[src/pkg/eec_regs.svh]
// Register offsets, field positions, reset values and widths of the error counter bank
`ifndef EEC_REGS_SVH
`define EEC_REGS_SVH

// Bus widths
`define EEC_ADDR_W 12
`define EEC_DATA_W 8

// Register offsets within one channel
`define EEC_PAT_HI_OFF 12'h90d
`define EEC_PAT_LO_OFF 12'h90e
`define EEC_SLIP_OFF 12'h90f
`define EEC_ZV_HI_OFF 12'h910
`define EEC_ZV_LO_OFF 12'h911
`define EEC_IRQ_STAT_OFF 12'h912
`define EEC_IRQ_MASK_OFF 12'h913

// Interrupt status and mask bit positions
`define EEC_IRQ_PAT_BIT 0
`define EEC_IRQ_SLIP_BIT 1
`define EEC_IRQ_ZV_BIT 2
`define EEC_IRQ_W 3

// Reset values
`define EEC_CNT16_RST 16'h0000
`define EEC_CNT8_RST 8'h00
`define EEC_IRQ_RST 3'h0
`define EEC_RDATA_RST 8'h00

// Saturation limits
`define EEC_CNT16_MAX 16'hffff
`define EEC_CNT8_MAX 8'hff

`endif

[src/pkg/eec_pkg.sv]
// Types shared by the error counter bank
`default_nettype none
`include "eec_regs.svh"

package eec_pkg;

  // Event pulses from the receive framer, pattern checker and slip buffer
  typedef struct packed {
    logic pattern_err;
    logic tx_slip;
    logic zero_viol;
  } eec_events_t;

  // Whole state of the counter bank
  typedef struct packed {
    logic [15:0] pattern_error_count;
    logic [7:0] pattern_low_snap;
    logic [7:0] tx_slip_count;
    logic [15:0] zero_violation_count;
    logic [7:0] zero_low_snap;
    logic [`EEC_IRQ_W-1:0] irq_status;
    logic [`EEC_IRQ_W-1:0] irq_mask;
    logic [`EEC_DATA_W-1:0] rdata;
    logic irq;
  } eec_state_t;

endpackage
`default_nettype wire

[src/eec_counters.sv]
// Error event counter bank: pattern errors, transmit slips, excessive zeros
`timescale 1ns/1ps
`default_nettype none
`include "eec_regs.svh"

module eec_counters (
  input wire logic i_clk, // 100 MHz framer clock
  input wire logic i_rst, // Asynchronous reset, active high
  input wire logic [`EEC_ADDR_W-1:0] i_addr, // Register offset
  input wire logic [`EEC_DATA_W-1:0] i_wdata, // Write data
  input wire logic i_wr, // Write strobe, one cycle
  input wire logic i_rd, // Read strobe, one cycle
  input wire eec_pkg::eec_events_t i_events, // Event pulses, one per cycle
  output logic [`EEC_DATA_W-1:0] o_rdata, // Read data, cycle after strobe
  output logic o_irq // Level interrupt, high while unmasked status set
);

  // Registered state and its next value
  eec_pkg::eec_state_t state_q;
  eec_pkg::eec_state_t state_d;

  // Decoded read and write strokes
  logic rd_pat_hi;
  logic rd_pat_lo;
  logic rd_slip;
  logic rd_zv_hi;
  logic rd_zv_lo;
  logic rd_stat;
  logic rd_mask;
  logic wr_stat;
  logic wr_mask;

  // Saturation events raised this cycle
  logic [`EEC_IRQ_W-1:0] sat_set;

  // Saturating increment of a 16-bit count
  function automatic logic [15:0] inc16(
    input logic [15:0] cnt,
    input logic inc
  );
    logic [15:0] res;
    res = cnt;
    if (inc && (cnt != `EEC_CNT16_MAX)) begin
      res = cnt + 16'h0001;
    end
    return res;
  endfunction

  // Saturating increment of an 8-bit count
  function automatic logic [7:0] inc8(
    input logic [7:0] cnt,
    input logic inc
  );
    logic [7:0] res;
    res = cnt;
    if (inc && (cnt != `EEC_CNT8_MAX)) begin
      res = cnt + 8'h01;
    end
    return res;
  endfunction

  // Address decode of the register strobes
  always_comb begin
    rd_pat_hi = i_rd && (i_addr == `EEC_PAT_HI_OFF);
    rd_pat_lo = i_rd && (i_addr == `EEC_PAT_LO_OFF);
    rd_slip = i_rd && (i_addr == `EEC_SLIP_OFF);
    rd_zv_hi = i_rd && (i_addr == `EEC_ZV_HI_OFF);
    rd_zv_lo = i_rd && (i_addr == `EEC_ZV_LO_OFF);
    rd_stat = i_rd && (i_addr == `EEC_IRQ_STAT_OFF);
    rd_mask = i_rd && (i_addr == `EEC_IRQ_MASK_OFF);
    wr_stat = i_wr && (i_addr == `EEC_IRQ_STAT_OFF);
    wr_mask = i_wr && (i_addr == `EEC_IRQ_MASK_OFF);
  end

  // Next state of the whole bank
  always_comb begin
    state_d = state_q;
    sat_set = `EEC_IRQ_RST;
    state_d.rdata = `EEC_RDATA_RST;

    // Pattern error counter, upper byte read restarts it
    if (rd_pat_hi) begin
      state_d.rdata = state_q.pattern_error_count[15:8];
      state_d.pattern_low_snap = state_q.pattern_error_count[7:0];
      // Event in the read cycle opens the new interval
      state_d.pattern_error_count = inc16(`EEC_CNT16_RST, i_events.pattern_err);
    end else begin
      state_d.pattern_error_count =
        inc16(state_q.pattern_error_count, i_events.pattern_err);
    end

    // Pattern error low byte comes from the snapshot
    if (rd_pat_lo) begin
      state_d.rdata = state_q.pattern_low_snap;
      state_d.pattern_low_snap = `EEC_CNT8_RST;
    end

    // Transmit slip counter, cleared by its own read
    if (rd_slip) begin
      state_d.rdata = state_q.tx_slip_count;
      state_d.tx_slip_count = inc8(`EEC_CNT8_RST, i_events.tx_slip);
    end else begin
      // One pulse per repeated or dropped frame
      state_d.tx_slip_count = inc8(state_q.tx_slip_count, i_events.tx_slip);
    end

    // Zero violation counter, upper byte read restarts it
    if (rd_zv_hi) begin
      state_d.rdata = state_q.zero_violation_count[15:8];
      state_d.zero_low_snap = state_q.zero_violation_count[7:0];
      state_d.zero_violation_count = inc16(`EEC_CNT16_RST, i_events.zero_viol);
    end else begin
      state_d.zero_violation_count =
        inc16(state_q.zero_violation_count, i_events.zero_viol);
    end

    // Zero violation low byte comes from the snapshot
    if (rd_zv_lo) begin
      state_d.rdata = state_q.zero_low_snap;
      state_d.zero_low_snap = `EEC_CNT8_RST;
    end

    // Counters that reach their limit this cycle
    sat_set[`EEC_IRQ_PAT_BIT] =
      (state_d.pattern_error_count == `EEC_CNT16_MAX) &&
      (state_q.pattern_error_count != `EEC_CNT16_MAX);
    sat_set[`EEC_IRQ_SLIP_BIT] =
      (state_d.tx_slip_count == `EEC_CNT8_MAX) &&
      (state_q.tx_slip_count != `EEC_CNT8_MAX);
    sat_set[`EEC_IRQ_ZV_BIT] =
      (state_d.zero_violation_count == `EEC_CNT16_MAX) &&
      (state_q.zero_violation_count != `EEC_CNT16_MAX);

    // Sticky status, write one to clear, new event wins
    if (wr_stat) begin
      state_d.irq_status = state_q.irq_status & ~i_wdata[`EEC_IRQ_W-1:0];
    end
    state_d.irq_status = state_d.irq_status | sat_set;

    // Interrupt mask, one enables the matching status bit
    if (wr_mask) begin
      state_d.irq_mask = i_wdata[`EEC_IRQ_W-1:0];
    end

    // Status and mask read back, upper bits zero
    if (rd_stat) begin
      state_d.rdata = {5'h00, state_q.irq_status};
    end
    if (rd_mask) begin
      state_d.rdata = {5'h00, state_q.irq_mask};
    end

    // Interrupt level from next status and mask
    state_d.irq = |(state_d.irq_status & state_d.irq_mask);
  end

  // State register with constant reset values
  always_ff @(posedge i_clk or posedge i_rst) begin
    if (i_rst) begin
      state_q.pattern_error_count <= `EEC_CNT16_RST;
      state_q.pattern_low_snap <= `EEC_CNT8_RST;
      state_q.tx_slip_count <= `EEC_CNT8_RST;
      state_q.zero_violation_count <= `EEC_CNT16_RST;
      state_q.zero_low_snap <= `EEC_CNT8_RST;
      state_q.irq_status <= `EEC_IRQ_RST;
      state_q.irq_mask <= `EEC_IRQ_RST;
      state_q.rdata <= `EEC_RDATA_RST;
      state_q.irq <= 1'b0;
    end else begin
      state_q <= state_d;
    end
  end

  // Outputs straight from the state register
  assign o_rdata = state_q.rdata;
  assign o_irq = state_q.irq;

endmodule
`default_nettype wire
[config.mk]
export PLATFORM = sky130hd
export DESIGN_NAME = eec_counters
export DESIGN_NICKNAME = d
export VERILOG_FILES = /design/src/pkg/eec_pkg.sv /design/src/eec_counters.sv
export VERILOG_INCLUDE_DIRS = /design/src /design/src/pkg
export SDC_FILE = /design/constraint.sdc
export NUM_CORES = 1
export LEC_CHECK = 0
export ABC_AREA = 1
export ABC_CLOCK_PERIOD_IN_PS = 2200
export BUFFER_PORTS_ARGS = -buffer_cell sky130_fd_sc_hd__buf_2
export CAP_MARGIN = 20
export CORE_MARGIN = 2
export CORE_UTILIZATION = 45
export DETAILED_ROUTE_END_ITERATION = 16
export GPL_ROUTABILITY_DRIVEN = 0
export GPL_TIMING_DRIVEN = 0
export PLACE_DENSITY = 0.65
export SYNTH_ARGS = -nofsm -noshare
export SYNTH_HDL_FRONTEND = slang
export SYNTH_SLANG_ARGS = --single-unit
[constraint.sdc]
create_clock -name i_clk -period 2.2 [get_ports i_clk]
set_clock_uncertainty 0.05 [all_clocks]
set_input_delay 0.44 -clock i_clk [delete_from_list [all_inputs] [get_ports i_clk]]
set_output_delay 0.44 -clock i_clk [all_outputs]
set_load 0.02 [all_outputs]
==> flow_metrics.env, run 1 <==
export IMPL_area_growth_pct=17.0
export IMPL_muxShareOfSynthArea=0
export IMPL_place_hpwl_um=9620
export IMPL_drv_cap=0
export IMPL_ys_types=33
export IMPL_ys_seq_area_frac=0.385
export IMPL_root_buffer="clkbuf_8"
export IMPL_power_density_nw_per_um2=1090
export IMPL_setup_viol=0
export IMPL_synthXorXnorAreaFrac=0.0246
export IMPL_nFillCells=962
export IMPL_vias=4621
export IMPL_yosys_area_top_type="dfrtp_1"
export IMPL_cp_slowest_cell="dfrtp_1"
export IMPL_rsz0062_at_grt="yes"
export IMPL_clk_path_buf_depth=2
export IMPL_antenna_found_initial=0
export IMPL_worst_pin_slew_ps=704
export IMPL_critPathLaunchType="register"
export IMPL_wl_per_cell_um=14.9
export IMPL_synth_nets=704
export IMPL_grt_pass1_wl_um=20700
export IMPL_grt_total_usage=0.238
export IMPL_drt_iter0_drc=261
export IMPL_multi_input_area_um2=2440
export IMPL_fin_setup_tns_ps=0
export IMPL_cts_made_buffers=9
export IMPL_die_y_um=105
export IMPL_status="finished clean"
export IMPL_synthTopCellsByArea="dfrtp_1, nand2_1, inv_1"
export IMPL_vias_per_cell=5.32
export IMPL_core_um2=9860
export IMPL_crit_chain="nand2_1, nor2_2, nand2_2, nor2_4, nor2_4, buf_6, o21ai_1, nand3_1, nor2_1, nand2_1, nor2_1, nand2_1, nand2_1, nand2_1, nand3_2"
export IMPL_layout_min_cycle_time_ps=2160
export IMPL_drive_gt1_frac=0.195
export IMPL_grt_pass1_vias=4321
export IMPL_finalHoldViolations=0
export IMPL_antenna_cells=0
export IMPL_path_delay_family="simple AND/OR/NAND/NOR gates"
export IMPL_leakagePower_nw=2.97
export IMPL_yosys_area_share_simple=0.380
export IMPL_route_detailed_drc=0
export IMPL_slew_limit_headroom=0.529
export IMPL_synthCells=674
export IMPL_crit_arrival_ps=2410
export IMPL_cpMostUsedCell="nand2_1"
export IMPL_yosys_warnings=0
export IMPL_drt_total_wl_um=12900
export IMPL_grt_max_degree=41
export IMPL_clock_latency_ps=360
export IMPL_antenna_left=0
export IMPL_worst_slack_ps=42.7
export IMPL_cpPeakStageDelay_ps=480
export IMPL_grt_overflow_total=0
export IMPL_die_w_um=105
export IMPL_synth_top_family_by_area="simple AND/OR/NAND/NOR gates"
export IMPL_path_buf_inv=1
export IMPL_regArea_um2=1790
export IMPL_initial_utilization=0.468
export IMPL_layout_commonest_cell="nand2_1"
export IMPL_syn_area_um2=4620
export IMPL_cts_hold_buf=0
export IMPL_hold_class="primary input to asynchronous set/reset pin"
export IMPL_required_ps=2450
export IMPL_die_area_um2=11100
export IMPL_dp_slack_ps=-399
export IMPL_slew_violations=0
export IMPL_critPathMaxFanout=10
export IMPL_cts_sink_count=71
export IMPL_synth_seq_cells=71
export IMPL_synth_compound_area_share=0.0883
export IMPL_end_kind="register"
export IMPL_portBuffers=28
export IMPL_synth_top_area_frac=0.385
export IMPL_synth_adder_area_share=0.00812
export IMPL_rows=36
export IMPL_dr_pass1_iters=5
export IMPL_layout_common_cells="nand2_1, inv_1, nor2_1, nand3_1, dfrtp_1"
export IMPL_peakVddDrop_uv=647
export IMPL_fin_crit_sh=0.981
export IMPL_htree_levels=3
export IMPL_synth_avg_cell_area_um2=6.86
export IMPL_crit_type="register to register"
export IMPL_timing_fmax_ghz=0.464
export IMPL_clk_pin_slew_ps=80
export IMPL_final_net_count=760
export IMPL_tritoncts="done"
export IMPL_io_pins=36
layout make-up:
cell class | instances | share of cell area
clock inverters | 6 | 0.0127
plain buffers | 19 | 0.0243
clock buffers | 10 | 0.0236
flip-flops and latches | 71 | 0.331
multi-input cells | 479 | 0.451
repair buffers | 45 | 0.0519
inverters | 105 | 0.0739
well taps | 133 | 0.0308
power breakdown:
group	total, mW	switching (mW)	leakage, nW	internal (mW)
combinational	2.70	1.72	2.03	0.975
sequential	2.13	0.468	0.841	1.66
clock	1.07	0.543	0.0973	0.532
total	5.91	2.74	2.97	3.17
cells by family (layout without fill, tap and decap cells):
family	count (synthesis)	count (layout)
XOR/XNOR	13	13
adder cells (fa/ha/maj)	3	3
flip-flops	71	71
AO/OA/AOI/OAI	72	72
AND/OR/NAND/NOR	391	391
buffers and inverters	124	185
routing by layer:
| layer | vias to the layer above | wire length [um] | global-route usage |
|---|---|---|---|
| li1 | 2264 | - | - |
| met1 | 2176 | 5470 | 0.293 |
| met2 | 153 | 6560 | 0.414 |
| met3 | 28 | 658 | 0.0482 |
| met4 | 0 | 267 | 0.0790 |
| met5 | - | 0 | 0 |
sequential cells by signal, summed over array words and instances (netlist names):
name,count
o_irq,1
o_rdata,8
state_q,62
worst reg2reg max path: cells and delay by family (launching register included):
kind                   cells  cell delay [ps]
AND/OR/NAND/NOR           13             1350
flip-flops                 1              480
buffers and inverters      1              150
AO/OA/AOI/OAI              1               80
worst paths after layout:
kind                                   from     endpoint  slack, ps  cells after the start
worst max-delay path            state_q[35]        o_irq         40                     15
worst min-delay path                  i_rst  state_q[46]        130                      2
worst max register to register  state_q[35]        o_irq         40                     15
worst min register to register  state_q[17]  state_q[17]        440                      2
max in group asynchronous             i_rst  state_q[63]       1310                      3
min in group i_clk               i_wdata[2]  state_q[11]        340                      3
timing repair:
item | in CTS | in global routing
gates resized for setup | 11 | 33
buffers inserted | 2 | 14
pin swaps | 1 | 19
endpoints found under the setup margin | 8 | 8
Yosys cell counts:
| cell type | n |
|---|---|
| buf_6 | 3 |
| clkinv_1 | 1 |
| nand2_1 | 177 |
| buf_4 | 9 |
| nor3_4 | 1 |
| nor2_2 | 8 |
| nand2_4 | 1 |
| nand3_1 | 71 |
| o221ai_1 | 6 |
| a41oi_1 | 4 |
| nor3_1 | 4 |
| nand2_2 | 9 |
| clkinv_2 | 1 |
| nand4_1 | 20 |
| and2_1 | 1 |
| nand3b_1 | 1 |
| o211ai_1 | 3 |
| clkbuf_1 | 4 |
| ha_1 | 3 |
| o22ai_1 | 2 |
| or2_2 | 1 |
| buf_2 | 3 |
| o21ai_0 | 35 |
| a21oi_1 | 18 |
| dfrtp_1 | 71 |
| xnor2_1 | 2 |
| inv_2 | 2 |
| nor2_4 | 5 |
| nand3_2 | 6 |
| o21ai_1 | 4 |
| xor2_1 | 11 |
| nor2_1 | 86 |
| inv_1 | 101 |
per-stage QoR:
step,instances,util,hold slack [ps],area [um2],power [mW]
global route,868,0.548,182,5400,6.40
floorplan,674,-,400,4620,3.87
finish,868,0.548,127,5400,5.91
global placement,835,0.500,417,4930,4.41
detailed placement,836,0.502,424,4950,4.46
CTS,854,0.527,146,5200,5.63
Power figures use the tool's default switching activity.
==> run 2: changes to the inputs <==
--- a/config.mk
+++ b/config.mk
@@ -12,6 +12,7 @@
 export CAP_MARGIN = 20
 export CORE_MARGIN = 2
 export CORE_UTILIZATION = 45
+export CTS_BUF_LIST = sky130_fd_sc_hd__clkbuf_4
 export DETAILED_ROUTE_END_ITERATION = 16
 export GPL_ROUTABILITY_DRIVEN = 0
 export GPL_TIMING_DRIVEN = 0
==> run 2 against run 1 <==
Net effect: count of clock-buffer cells in the layout unchanged; clock power down 18%; sequential power about the same; via count down 1.9%; sequential cell count unchanged; non-clock buffer count down 6; largest power group unchanged; die area unchanged.
==> flow_metrics.env, run 2 (synthesis results as in run 1) <==
export IMPL_status="finished clean"
export IMPL_critPathLaunchType="register"
export IMPL_htree_levels=3
export IMPL_antenna_cells=0
export IMPL_met3_length_um=597
export IMPL_leakagePower_nw=2.90
export IMPL_die_area_um2=11100
export IMPL_io_pins=36
export IMPL_cts_sink_count=71
export IMPL_met1_length_um=5450
export IMPL_worst_pin_slew_ps=698
export IMPL_area_growth_pct=13.3
export IMPL_drive_gt1_frac=0.163
export IMPL_clk_path_buf_depth=2
export IMPL_route_detailed_drc=0
export IMPL_place_hpwl_um=9620
export IMPL_antenna_found_initial=0
export IMPL_grt_overflow_total=0
export IMPL_finalHoldViolations=0
export IMPL_seq_power_share=0.379
export IMPL_setup_viol=0
export IMPL_grt_pass1_wl_um=20700
export IMPL_layout_min_cycle_time_ps=2170
export IMPL_timing_fmax_ghz=0.460
export IMPL_root_buffer="clkbuf_4"
export IMPL_hold_slack_ps=27.9
export IMPL_vias_per_cell=5.26
export IMPL_nFillCells=983
export IMPL_end_kind="register"
export IMPL_cts_hold_buf=0
export IMPL_wl_per_cell_um=14.6
export IMPL_antenna_left=0
export IMPL_regMostFlops="state_q"
export IMPL_p_sw_mw=2.62
export IMPL_clk_pin_slew_ps=130
export IMPL_clock_power_share=0.159
export IMPL_portBuffers=28
export IMPL_rows=36
export IMPL_slew_violations=0
export IMPL_drv_cap=0
export IMPL_fin_crit_sh=0.988
export IMPL_power_mw=5.55
export IMPL_drt_iter0_drc=270
export IMPL_drt_total_wl_um=12600
export IMPL_die_w_um=105
export IMPL_crit_arrival_ps=2520
export IMPL_p_int_mw=2.93
export IMPL_layout_commonest_cell="nand2_1"
export IMPL_largest_reg_flops=62
export IMPL_die_y_um=105
export IMPL_layout_common_cells="nand2_1, inv_1, nor2_1, nand3_1, dfrtp_1"
export IMPL_vias=4535
export IMPL_dr_pass1_iters=5
export IMPL_required_ps=2540
export IMPL_rsz0062_at_grt="yes"
export IMPL_cts_made_buffers=9
export IMPL_slew_limit_headroom=0.534
export IMPL_power_density_nw_per_um2=1060
export IMPL_crit_type="register to register"
export IMPL_clock_latency_ps=450
export IMPL_p_sw_frac=0.472
export IMPL_pwr_share_comb=0.462
export IMPL_critPathMaxFanout=10
export IMPL_tritoncts="done"
export IMPL_peakVddDrop_uv=672
export IMPL_grt_total_usage=0.238
export IMPL_core_um2=9860
export IMPL_routed_top_layer="met4"
export IMPL_route_met2_wl_um=6270
export IMPL_initial_utilization=0.468
export IMPL_hold_class="primary input to asynchronous set/reset pin"
export IMPL_grt_pass1_vias=4291
export IMPL_grt_max_degree=41
export IMPL_final_net_count=754
==> run 2: per-layer routing <==
metal  vias to the layer above  track usage
li1                       2252            -
met1                      2121        0.297
met2                       127        0.417
met3                        35       0.0464
met4                         0       0.0724
met5                         -            0
==> run 2: area by class of cell <==
| class | count | area (um2) | share of cell area |
|---|---|---|---|
| timing repair buffer | 39 | 235 | 0.0449 |
| clock inverter | 6 | 68.8 | 0.0131 |
| tap | 133 | 166 | 0.0318 |
| inverter | 105 | 399 | 0.0763 |
| sequential | 71 | 1780 | 0.340 |
| buffer | 19 | 131 | 0.0251 |
| multi-input combinational | 479 | 2380 | 0.455 |
| clock buffer | 10 | 75.1 | 0.0143 |
==> run 2: power groups by stage <==
stage / sequential [mW] / clock (mW) / combinational (mW)
final: 2.11 / 0.882 / 2.56
after global routing: 2.15 / 0.961 / 2.95
after global placement: 2.12 / 0 / 2.30
after CTS: 2.09 / 0.916 / 2.46
after floorplan: 1.97 / 0 / 1.90
after detailed placement: 2.12 / 0 / 2.35
==> run 2: worst max-delay path, cell delays in order, from the launching register on <==
cell,delay (ps)
dfrtp_1,440
ha_4,160
nand2_1,80
nor2_2,120
nand2_2,100
nor2_2,130
nor2_2,80
buf_6,150
o21ai_1,80
nand3_1,130
nor2_1,130
nand2_1,70
nor2_1,90
nand2_1,80
nand2_1,80
nand2_1,70
nand3_2,70
==> run 2: worst paths after layout <==
kind	depth (start not counted)	endpoint	slack, ps	from
worst max register to register	16	o_irq	30	state_q[23]
worst min-delay path	2	state_q[46]	30	i_rst
min in group i_clk	3	state_q[11]	250	i_wdata[2]
worst max-delay path	16	o_irq	30	state_q[23]
max in group asynchronous	3	state_q[63]	1430	i_rst
worst min register to register	2	state_q[17]	450	state_q[17]
==> run 2: what timing repair did <==
action	4_1_cts	5_1_grt
pin swaps	1	9
setup endpoints to repair	4	10
gates resized for setup	9	9
buffers inserted	5	5
==> run 2: through the flow <==
stage	utilization	area (um2)	TNS, ps	std cells	setup slack, ps
final	0.531	5230	0	862	26.4
after global routing	0.531	5230	-139	862	-139
after CTS	0.523	5160	0	857	20.2
after detailed placement	0.502	4950	-3270	836	-399
after global placement	0.500	4930	-3060	835	-397
after floorplan	-	4620	0	674	234
==> run 3: changes to the inputs <==
--- a/config.mk
+++ b/config.mk
@@ -10,7 +10,6 @@
 export ABC_CLOCK_PERIOD_IN_PS = 2200
 export BUFFER_PORTS_ARGS = -buffer_cell sky130_fd_sc_hd__buf_2
 export CAP_MARGIN = 20
-export CORE_MARGIN = 2
 export CORE_UTILIZATION = 45
 export CTS_BUF_LIST = sky130_fd_sc_hd__clkbuf_4
 export DETAILED_ROUTE_END_ITERATION = 16
==> run 3 against run 2 <==
Net effect: sequential cell count did not move; via count grew 0.82%; non-clock buffer count grew 5; clock power increased by 39%; largest cell class unchanged; largest power group unchanged.
==> flow_metrics.env, run 3 (synthesis results as in run 1) <==
export IMPL_wl_per_cell_um=15.0
export IMPL_cts_sink_count=71
export IMPL_drv_cap=0
export IMPL_vias_per_cell=5.27
export IMPL_instances_no_fill=867
export IMPL_die_w_um=103
export IMPL_drt_total_wl_um=13000
export IMPL_grt_overflow_total=0
export IMPL_fin_setup_tns_ps=0
export IMPL_tritoncts="done"
export IMPL_grt_total_usage=0.263
export IMPL_dp_slack_ps=-358
export IMPL_required_ps=2540
export IMPL_cpMostUsedCell="nand2_2"
export IMPL_leakagePower_nw=2.97
export IMPL_antenna_left=0
export IMPL_clk_pin_slew_ps=140
export IMPL_power_density_nw_per_um2=1110
export IMPL_worst_pin_slew_ps=542
export IMPL_rows=36
export IMPL_met1_length_um=5340
export IMPL_status="finished clean"
export IMPL_stdcell_area_um2=5400
export IMPL_root_buffer="clkbuf_4"
export IMPL_path_delay_family="simple AND/OR/NAND/NOR gates"
export IMPL_initial_utilization=0.468
export IMPL_largest_reg_flops=62
export IMPL_drive_gt1_frac=0.181
export IMPL_crit_arrival_ps=2500
export IMPL_worst_slack_ps=35.1
export IMPL_htree_levels=3
export IMPL_area_growth_pct=16.9
export IMPL_layout_commonest_cell="nand2_1"
export IMPL_multi_input_area_um2=2420
export IMPL_placed_cell_area_um2=4970
export IMPL_crit_chain="ha_4, inv_1, nor2_4, nand2_4, inv_2, nand2_2, nand2_2, buf_6, nand2_1, nand3_1, nor2_1, nand2_1, nor2_2, nand3_1, nand2_2, nand2_2, nand3_2"
export IMPL_portBuffers=28
export IMPL_nFillCells=932
export IMPL_grt_pass1_vias=4431
export IMPL_final_net_count=759
export IMPL_vias=4572
export IMPL_setup_viol=0
export IMPL_antenna_cells=0
export IMPL_critPathMaxFanout=10
export IMPL_r2r_cells=17
export IMPL_rsz0062_at_grt="yes"
export IMPL_r2r_slack_ps=40
export IMPL_antenna_found_initial=0
export IMPL_clock_latency_ps=440
export IMPL_drt_iter0_drc=272
export IMPL_cts_made_buffers=9
export IMPL_slew_violations=0
export IMPL_cp_slowest_cell="dfrtp_1"
export IMPL_slew_limit_headroom=0.637
export IMPL_met3_length_um=757
export IMPL_die_area_um2=10700
export IMPL_fin_crit_sh=0.984
export IMPL_regArea_um2=1780
export IMPL_route_detailed_drc=0
export IMPL_critPathLaunchType="register"
export IMPL_layout_min_cycle_time_ps=2160
export IMPL_grt_pass1_wl_um=21200
export IMPL_route_met2_wl_um=6520
export IMPL_peakVddDrop_uv=545
export IMPL_holdPathStages=3
export IMPL_core_um2=9860
export IMPL_cpPeakStageDelay_ps=440
export IMPL_regMostFlops="state_q"
export IMPL_crit_type="register to register"
export IMPL_hold_slack_ps=257
export IMPL_routed_top_layer="met4"
export IMPL_io_pins=36
export IMPL_clk_path_buf_depth=2
export IMPL_place_hpwl_um=9810
export IMPL_die_y_um=103
export IMPL_hold_class="primary input to register"
export IMPL_path_depth=17
export IMPL_grt_max_degree=34
export IMPL_placed_cells=837
export IMPL_finalHoldViolations=0
export IMPL_timing_fmax_ghz=0.462
export IMPL_end_kind="register"
export IMPL_dr_pass1_iters=5
export IMPL_layout_common_cells="nand2_1, inv_1, nor2_1, nand3_1, dfrtp_1"
export IMPL_path_buf_inv=3
[run 3: cell type report]
| type | instances | share of cell area |
|---|---|---|
| sequential | 71 | 0.330 |
| inverter | 105 | 0.0739 |
| clock inverter | 7 | 0.0264 |
| buffer | 19 | 0.0243 |
| clock buffer | 9 | 0.0125 |
| multi-input combinational | 479 | 0.449 |
| timing repair buffer | 44 | 0.0528 |
| tap | 133 | 0.0308 |
[run 3: stage by stage]
step            util  total power [mW]
2_1_floorplan      -              3.87
3_3_place_gp   0.500              4.42
3_5_place_dp   0.504              4.48
4_1_cts        0.532              5.77
5_1_grt        0.547              6.45
6_report       0.547              5.99
[run 3: path summary, 6_finish.rpt]
| check | startpoint | endpoint |
|---|---|---|
| setup / recovery | state_q[56] | o_irq |
| hold / removal | i_wdata[1] | state_q[10] |
| setup reg to reg | state_q[56] | o_irq |
| hold reg to reg | state_q[15] | state_q[15] |
| max in group asynchronous | i_rst | state_q[27] |
| min in group asynchronous | i_rst | o_rdata[6] |
[run 3: routing by layer]
layer	vias to the layer above	track usage
met5	-	0
met4	0	0.112
met3	34	0.0356
met2	170	0.463
met1	2102	0.325
li1	2266	-
[run 3: worst min-delay path, cell delays in order]
cell and delay (ps):
buf_2 90, inv_1 60, o21ai_0 110
[run 3: repair_timing]
action	CTS	global route
buffers inserted	5	7
cloned	0	1
gates resized for setup	9	26
endpoints found under the hold margin	9	0
endpoints found under the setup margin	4	6
hold buffers	1	0
pin swaps	3	18
[run 3: power breakdown]
group          switching (mW)  internal (mW)
Combinational            1.70          0.932
Clock                   0.532          0.693
Sequential              0.474           1.65
